[config.mk]
export PLATFORM = sky130hd
export DESIGN_NAME = fbh_host
export DESIGN_NICKNAME = d
export VERILOG_FILES = /design/src/fbh_pkg.sv /design/src/fbh_host.sv
export SDC_FILE = /design/constraint.sdc
export NUM_CORES = 1
export LEC_CHECK = 0
export BUFFER_PORTS_ARGS = -buffer_cell sky130_fd_sc_hd__buf_2
export CAP_MARGIN = 10
export CELL_PAD_IN_SITES_DETAIL_PLACEMENT = 0
export CELL_PAD_IN_SITES_GLOBAL_PLACEMENT = 2
export CORE_UTILIZATION = 31
export CTS_CLUSTER_DIAMETER = 120
export DETAILED_ROUTE_END_ITERATION = 10
export PLACE_DENSITY_LB_ADDON = 0.1
export SYNTH_ARGS = -nofsm -noshare
export SYNTH_HDL_FRONTEND = slang
export SYNTH_SLANG_ARGS = --single-unit
export TNS_END_PERCENT = 30
[constraint.sdc]
create_clock -name sys_clk -period 5.1 [get_ports sys_clk]
set_input_delay 0.51 -clock sys_clk [delete_from_list [all_inputs] [get_ports sys_clk]]
set_output_delay 0.51 -clock sys_clk [all_outputs]
set_load 0.02 [all_outputs]
[src/fbh_pkg.sv]
// package for the parallel flash bus host controller
`default_nettype none
package fbh_pkg;
    // ****************************************************************
    // widths and timing
    // ****************************************************************
    localparam int ADDR_W       = 19;
    localparam int DATA_W       = 16;
    localparam int CLK_MHZ      = 20;
    localparam int T_SETUP_NS   = 100;
    localparam int T_STROBE_NS  = 100;
    localparam int T_RESET_NS   = 500;
    localparam int SETUP_CYC    = (T_SETUP_NS * CLK_MHZ + 999) / 1000;
    localparam int STROBE_CYC   = (T_STROBE_NS * CLK_MHZ + 999) / 1000;
    localparam int RESET_CYC    = (T_RESET_NS * CLK_MHZ + 999) / 1000;
    localparam int CNT_W        = 8;
    // sector protect address bit positions
    localparam int PROT_A6      = 6;
    localparam int PROT_A1      = 1;
    localparam int PROT_A0      = 0;

    // ****************************************************************
    // host request operations
    // ****************************************************************
    typedef enum logic [2:0] {
        FBH_OP_READ      = 3'h0,
        FBH_OP_WRITE     = 3'h1,
        FBH_OP_RESET     = 3'h2,
        FBH_OP_PROTECT   = 3'h3,
        FBH_OP_UNPROTECT = 3'h4
    } fbh_op_t;

    typedef struct packed {
        fbh_op_t            op;
        logic               byte_mode;
        logic               low_addr;
        logic [ADDR_W-1:0]  addr;
        logic [DATA_W-1:0]  wdata;
    } fbh_req_t;

    // pins driven toward the flash
    typedef struct packed {
        logic               chip_select_n;
        logic               output_enable_n;
        logic               write_strobe_n;
        logic               hw_reset_n;
        logic               elevated_control_level;
        logic               width_select_n;
        logic [ADDR_W-1:0]  addr;
        logic [DATA_W-1:0]  dq_out;
        logic [DATA_W-1:0]  dq_oe;
    } fbh_pins_t;
endpackage : fbh_pkg
`default_nettype wire

[src/fbh_host.sv]
// host-side controller driving the flash parallel bus pins
// Operation
// [RULE_01] reads drive select and output enable low, write strobe high, valid address
// [RULE_02] writes drive write strobe and select low with output enable high
// [RULE_03] width select high gives sixteen active data lines
// [RULE_04] width select low: only low eight lines used, lines eight..fourteen floated
// [RULE_05] byte mode: top data pin carries lowest address bit as an input to flash
// [RULE_06] address eighteen..zero word mode, plus extra low bit in byte mode
// [RULE_07] after power-up or hardware reset flash reads array data without command
// [RULE_08] flash stays in array read until a write changes its command register
// [RULE_09] command register is unaddressed latches feeding the flash state machine
// [RULE_10] width select decides byte or word program data
// [RULE_11] fast program mode needs two write cycles per byte or word
// [RULE_12] erase covers sector, several sectors or whole array by sector address
// [RULE_13] id read mode returns codes on low eight lines with read timing
// [RULE_14] protect write: elevated reset level, writes low, A6 low, A1 high, A0 low
// [RULE_15] unprotect write: same levels but A6 high
// [RULE_16] output enable high floats flash data outputs
// [RULE_17] reset low aborts, floats outputs, ignores cycles, returns to array read
// [RULE_18] standby floats outputs regardless of output enable
`default_nettype none
module fbh_host #(
    parameter int ADDR_W = fbh_pkg::ADDR_W,
    parameter int DATA_W = fbh_pkg::DATA_W
) (
    input  wire logic                sys_clk,
    input  wire logic                sys_rst,
    input  wire fbh_pkg::fbh_req_t   req,
    input  wire logic                req_valid,
    output logic                     req_ready,
    output logic                     rsp_valid,
    output logic [DATA_W-1:0]        rsp_data,
    output fbh_pkg::fbh_pins_t       pins,
    input  wire logic [DATA_W-1:0]   dq_in
);
    // ****************************************************************
    // sequencer
    // ****************************************************************
    typedef enum logic [3:0] {
        FBH_IDLE   = 4'h1,
        FBH_SETUP  = 4'h2,
        FBH_STROBE = 4'h4,
        FBH_HOLD   = 4'h8
    } fbh_state_t;
    // one-hot: a stray code lands in the default arm and returns to standby

    fbh_state_t                 state_reg, state_next;
    logic [fbh_pkg::CNT_W-1:0]  cnt_reg, cnt_next;
    fbh_pkg::fbh_req_t          cur_reg, cur_next;
    fbh_pkg::fbh_pins_t         pins_reg, pins_next;
    logic                       ready_reg, ready_next;
    logic                       rv_reg, rv_next;
    logic [DATA_W-1:0]          rd_reg, rd_next;

    // ****************************************************************
    // phase lengths
    // ****************************************************************
    // loaded one short: the cycle on which the count reads zero is still the last of its phase
    localparam logic [fbh_pkg::CNT_W-1:0] SETUP_N  = fbh_pkg::CNT_W'(fbh_pkg::SETUP_CYC - 1);
    localparam logic [fbh_pkg::CNT_W-1:0] STROBE_N = fbh_pkg::CNT_W'(fbh_pkg::STROBE_CYC - 1);
    localparam logic [fbh_pkg::CNT_W-1:0] RESET_N  = fbh_pkg::CNT_W'(fbh_pkg::RESET_CYC - 1);

    // ****************************************************************
    // pin images
    // ****************************************************************
    function automatic fbh_pkg::fbh_pins_t idle_pins(input logic bm);
        fbh_pkg::fbh_pins_t p;
        p = '0;
        // standby: deselected, outputs disabled, reset released
        p.chip_select_n   = 1'b1; // RULE_18
        p.output_enable_n = 1'b1; // RULE_16
        p.write_strobe_n  = 1'b1;
        p.hw_reset_n      = 1'b1;
        p.width_select_n  = ~bm;
        return p;
    endfunction

    // ****************************************************************
    // next-state logic
    // ****************************************************************
    always_comb begin
        state_next = state_reg;
        cnt_next   = cnt_reg;
        cur_next   = cur_reg;
        pins_next  = pins_reg;
        ready_next = ready_reg;
        rv_next    = 1'b0;
        rd_next    = rd_reg;
        unique case (state_reg)
            FBH_IDLE: begin
                // while busy req_ready is low, so a request is simply left waiting
                if (req_valid && ready_reg) begin
                    cur_next   = req;
                    ready_next = 1'b0;
                    cnt_next   = SETUP_N;
                    state_next = FBH_SETUP;
                    pins_next  = idle_pins(req.byte_mode);
                    pins_next.width_select_n = ~req.byte_mode; // RULE_03 RULE_10
                    pins_next.addr = req.addr; // RULE_06
                    if (req.byte_mode) begin
                        // top pin becomes the lowest address bit
                        pins_next.dq_out[DATA_W-1] = req.low_addr; // RULE_05
                        pins_next.dq_oe[DATA_W-1]  = 1'b1;
                    end
                    unique case (req.op)
                        fbh_pkg::FBH_OP_RESET: begin
                            // low through setup and strobe, well past the minimum pulse
                            pins_next.hw_reset_n = 1'b0; // RULE_17
                            cnt_next = RESET_N;
                        end
                        fbh_pkg::FBH_OP_PROTECT, fbh_pkg::FBH_OP_UNPROTECT: begin
                            // only a flag: the board lifts the reset pin to the high level
                            pins_next.elevated_control_level = 1'b1; // RULE_14
                            pins_next.addr[fbh_pkg::PROT_A1] = 1'b1; // RULE_14
                            pins_next.addr[fbh_pkg::PROT_A0] = 1'b0; // RULE_14
                            pins_next.addr[fbh_pkg::PROT_A6] =
                                (req.op == fbh_pkg::FBH_OP_UNPROTECT); // RULE_15
                        end
                        default: ;
                    endcase
                end
            end
            FBH_SETUP: begin
                // address, width and low address bit settle before any strobe falls
                if (cnt_reg != '0) begin
                    cnt_next = cnt_reg - 1'b1;
                end else begin
                    cnt_next   = STROBE_N;
                    state_next = FBH_STROBE;
                    pins_next.chip_select_n = 1'b0;
                    if (cur_reg.op == fbh_pkg::FBH_OP_READ) begin
                        pins_next.output_enable_n = 1'b0; // RULE_01
                    end else if (cur_reg.op != fbh_pkg::FBH_OP_RESET) begin
                        // write, program, erase, protect cycles
                        // one bus write per request: a fast-program pair is simply two
                        // consecutive write requests, with no extra sequencing here
                        pins_next.write_strobe_n = 1'b0; // RULE_02 RULE_11
                        pins_next.dq_out[7:0] = cur_reg.wdata[7:0];
                        pins_next.dq_oe[7:0]  = 8'hff;
                        if (!cur_reg.byte_mode) begin
                            pins_next.dq_out[DATA_W-1:8] = cur_reg.wdata[DATA_W-1:8];
                            pins_next.dq_oe[DATA_W-1:8]  = '1; // RULE_03
                        end
                    end else begin
                        // a reset request keeps the bus deselected for its whole pulse
                        pins_next.chip_select_n = 1'b1;
                    end
                end
            end
            FBH_STROBE: begin
                if (cnt_reg != '0) begin
                    cnt_next = cnt_reg - 1'b1;
                end else begin
                    state_next = FBH_HOLD;
                    if (cur_reg.op == fbh_pkg::FBH_OP_READ) begin
                        // taken on the last strobe cycle, while the flash still drives
                        // byte reads take only the low lane; lines eight..fourteen float
                        if (cur_reg.byte_mode) begin
                            rd_next = {{(DATA_W-8){1'b0}}, dq_in[7:0]}; // RULE_04
                        end else begin
                            rd_next = dq_in; // RULE_03 RULE_13
                        end
                    end
                    // all strobes rise together; the flash ends the cycle on the first
                    pins_next.chip_select_n   = 1'b1;
                    pins_next.output_enable_n = 1'b1;
                    pins_next.write_strobe_n  = 1'b1;
                    pins_next.hw_reset_n      = 1'b1;
                end
            end
            FBH_HOLD: begin
                // data and elevated level held one cycle past the strobe edge
                pins_next  = idle_pins(cur_reg.byte_mode);
                // address stays too, so it never moves while flash outputs turn off
                pins_next.addr = pins_reg.addr;
                rv_next    = 1'b1;
                ready_next = 1'b1;
                state_next = FBH_IDLE;
            end
            default: begin
                state_next = FBH_IDLE;
                ready_next = 1'b1;
                pins_next  = idle_pins(1'b0);
            end
        endcase
    end

    // ****************************************************************
    // registers
    // ****************************************************************
    // synchronous reset: standby pins, ready high, no response pending
    always_ff @(posedge sys_clk) begin
        if (sys_rst) begin
            state_reg <= FBH_IDLE;
            cnt_reg   <= '0;
            cur_reg   <= '0;
            pins_reg  <= idle_pins(1'b0);
            ready_reg <= 1'b1;
            rv_reg    <= 1'b0;
            rd_reg    <= '0;
        end else begin
            state_reg <= state_next;
            cnt_reg   <= cnt_next;
            cur_reg   <= cur_next;
            pins_reg  <= pins_next;
            ready_reg <= ready_next;
            rv_reg    <= rv_next;
            rd_reg    <= rd_next;
        end
    end

    // ****************************************************************
    // outputs
    // ****************************************************************
    // every output is a flop, so no decode glitch ever reaches a flash pin
    assign req_ready = ready_reg;
    assign rsp_valid = rv_reg;
    assign rsp_data  = rd_reg;
    assign pins      = pins_reg;
endmodule // fbh_host
`default_nettype wire

==> out/results.tsv <==
stage	metric	value	unit
logic_synthesis	YS warnings	0	
clock_tree	Clock Sinks	94	
routing	DR vias	3384	
logic_synthesis	Mapped Cells	444	
worst_setup_path	Critical Path RT	5.36	ns
final_layout	fill cell count	1290	
clock_tree	TritonCTS clock tree	yes	
worst_setup_path	CP Cell Sequence	or4b_1 -> nor2_4 -> o2111ai_1 -> a21oi_1	
clock_tree	Post CTS Setup Buffer Count	0	
clock_tree	clock buffer count from CTS	9	
global_route	gr usage total	16.41	%
floorplanning	total die area	13030	sq um
routing	wire per inst	14.08	um
worst_setup_path	reg-to-reg slack, setup	2.57	ns
logic_synthesis	Post-synth EDFFs	0	
routing	final WL	10180	um
sta	f_max	394.5	MHz
sta	Final Slew Violations	0	
pwr	leak pwr	2.123	nW
worst_setup_path	CP max-delay cell	nor2_4	
sta	Worst slew margin	30.10	%
global_route	grt ovf	0	
worst_setup_path	Worst EP arrival	2.80	ns
floorplanning	die width	114.1	um
sta	fin crit share	49.70	%
logic_synthesis	Synth Register Bits	94	
clock_tree	clk root buf	clkbuf_16	
floorplanning	IO Count	134	
final_layout	max reg flops	44	
routing	DRT Pass-1 Iters	5	
logic_synthesis	Seq/Total Area, Yosys	48.27	%
logic_synthesis	Yosys top cell area share	48.27	%
clock_tree	# resized after CTS	0	
logic_synthesis	top cells by area, synth	dfxtp_1 48%, nand2_1 7.3%, a21oi_1 5.6%, nor2_1 5.0%, a22oi_1 3.3%	
outcome	status	finished clean	
floorplanning	num rows	40	
flow_run	Max Cap Violations	0	
global_route	largest net degree at the start of global routing	87	
floorplanning	starting density of the core	32.19	%
worst_setup_path	CP max FO	40	
sta	Final setup viols	0	
final_layout	# diodes	0	
sta	Final Hold Violating Endpoints	0	
routing	post-route ant nets	0	
placed_design	GP Congestion	0.7463	
worst_setup_path	critical path startpoint category	flop	
sta	post-route setup TNS	0	ns
pwr	maximum vdd drop	0.1707	mV
clock_tree	CTS Hold Buffers Added	0	
sta	Worst Clk Skew	0.007675	ns
clock_tree	worst skew pair latency	0.35	ns
global_route	vias in the first global route	3148	
logic_synthesis	Post-Syn Area	3899	sq um
logic_synthesis	Synth Flop Type	dfxtp_1	
global_route	initial antenna violation count	0	
clock_tree	Max clock buf depth	2	
final_layout	count of nets after finishing	611	
placed_design	port bufs	133	
sta	hold slack	0.3957	ns
worst_setup_path	nature of the critical path endpoint	flop	
routing	Starting DRT DRC Count	169	
clock_tree	H-tree Lvls	3	
logic_synthesis	syn avg cell area	8.781	sq um
sta	unrepaired setup endpoints after global routing	false	
logic_synthesis	count of cell types in the netlist	49	
logic_synthesis	dominant cell type by area after synthesis	dfxtp_1	
sta	Slew @ Worst Pin	1.046	ns
min_path	Hold Crit Class	in -> reg	
final_layout	Area Growth Syn to Fin	25.67	%
worst_setup_path	CP max stage delay	0.84	ns
logic_synthesis	Synth Net Count	505	
logic_synthesis	share of synthesized registers carrying an async set or reset	0	%
routing	DRC viols	0	
routing	vias per cell	4.680	
clock_tree	CTS clk-pin slew, worst paths	0.07	ns
worst_setup_path	class of the most critical setup path	reg -> reg	
floorplanning	core area	12110	sq um
pwr	Cell Pwr Density	567.1	nW/um^2
floorplanning	die height	114.1	um
global_route	first-pass GRT wire length	16560	um
placed_design	dpl hpwl	6732	um
sta	Final min period	2.535	ns
final_layout	layout cell share with drive strength beyond 1	32.25	%
==> cells in the mapped netlist, types with 5 or more instances <==
| cell | instances |
|---|---|
| nor2_1 | 52 |
| clkbuf_1 | 17 |
| mux2i_1 | 10 |
| a21oi_2 | 7 |
| a22oi_1 | 17 |
| xor2_1 | 5 |
| nand3_1 | 15 |
| o21ai_0 | 5 |
| dfxtp_1 | 94 |
| buf_2 | 7 |
| nor3b_1 | 10 |
| buf_4 | 15 |
| a21oi_1 | 44 |
| nand3_2 | 8 |
| nand2_1 | 76 |
==> where the power goes <==
group          switching, mW  internal (mW)  leakage, nW
clock network          0.284          0.429        0.152
logic                  0.710          0.361         1.21
registers              0.125          0.870        0.764
==> kinds of logic (layout without fill, tap and decap cells) <==
group | Yosys count | count (layout) | synth area share [%]
xor+xnor | 6 | 6 | 1.348
fa+ha+maj | 2 | 2 | 0.6417
buf+inv | 44 | 155 | 6.322
compound gates | 94 | 94 | 15.85
simple gates | 194 | 194 | 25.00
flops | 94 | 94 | 48.27
mux | 10 | 10 | 2.567
==> critical path, delay by kind of cell, from the launching register on <==
family	cells	cell delay, ns
and+or+nand+nor	2	1.45
AOI/OAI and AO/OA	2	0.44
DFF	1	0.55
==> layer usage <==
metal | track usage, % | vias to the layer above | share of wire [%]
met3 | 5.188 | 11 | 6.8
met1 | 21.85 | 1540 | 49
met2 | 24.48 | 94 | 43
met5 | 0 | - | 0
met4 | 6.753 | 0 | 1.6
li1 | - | 1739 | -
==> placed cells by master, fill, tap and decap left out, drive strengths merged, types with 2 or more instances in the layout <==
cell type  instances
o211ai             2
buf              135
nor2              52
nand4              3
a32oi              2
ha                 2
nand2             76
o21ai             10
inv                4
clkinv             3
or4b               3
nand2b             4
nand3             23
nor3b             10
nor4               3
a21oi             51
xor2               5
nor2b              2
a211oi             5
clkbuf            10
mux2i             10
bufinv             2
nand3b             2
nor3               4
a22oi             17
nor4b              4
dfxtp             94
and3               4
==> final timing paths <==
kind | from | endpoint | cells after the start
max | state_reg[0]$_SDFFE_PP1P_ | pins[32]$_SDFFE_PP0P_ | 4
min | req[5] | cur_reg[5]$_SDFFE_PP0P_ | 3
max reg2reg | state_reg[0]$_SDFFE_PP1P_ | pins[32]$_SDFFE_PP0P_ | 4
min reg2reg | pins[22]$_SDFFE_PP0P_ | pins[22]$_SDFFE_PP0P_ | 2
==> cell type report <==
| type | instances | area, sq um | area share, % |
|---|---|---|---|
| inverter | 4 | 15.01 | 0.3064 |
| clock buffer | 10 | 229.0 | 4.673 |
| timing repair buffer | 135 | 690.7 | 14.10 |
| tap | 168 | 210.2 | 4.290 |
| sequential | 94 | 1882 | 38.41 |
| clock inverter | 6 | 86.33 | 1.762 |
| multi-input combinational | 306 | 1787 | 36.47 |
==> through the flow <==
stage	instances	utilization, %	setup slack [ns]	area [sq um]	power [mW]
after floorplan	444	-	3.222	3899	1.834
after global placement	706	37.73	2.388	4569	2.102
after detailed placement	706	37.73	2.308	4569	2.095
after CTS	722	40.33	2.294	4885	2.826
after global routing	723	40.45	2.301	4900	2.984
final	723	40.45	2.565	4900	2.779
No activity file was read; power rests on OpenSTA's default activity.
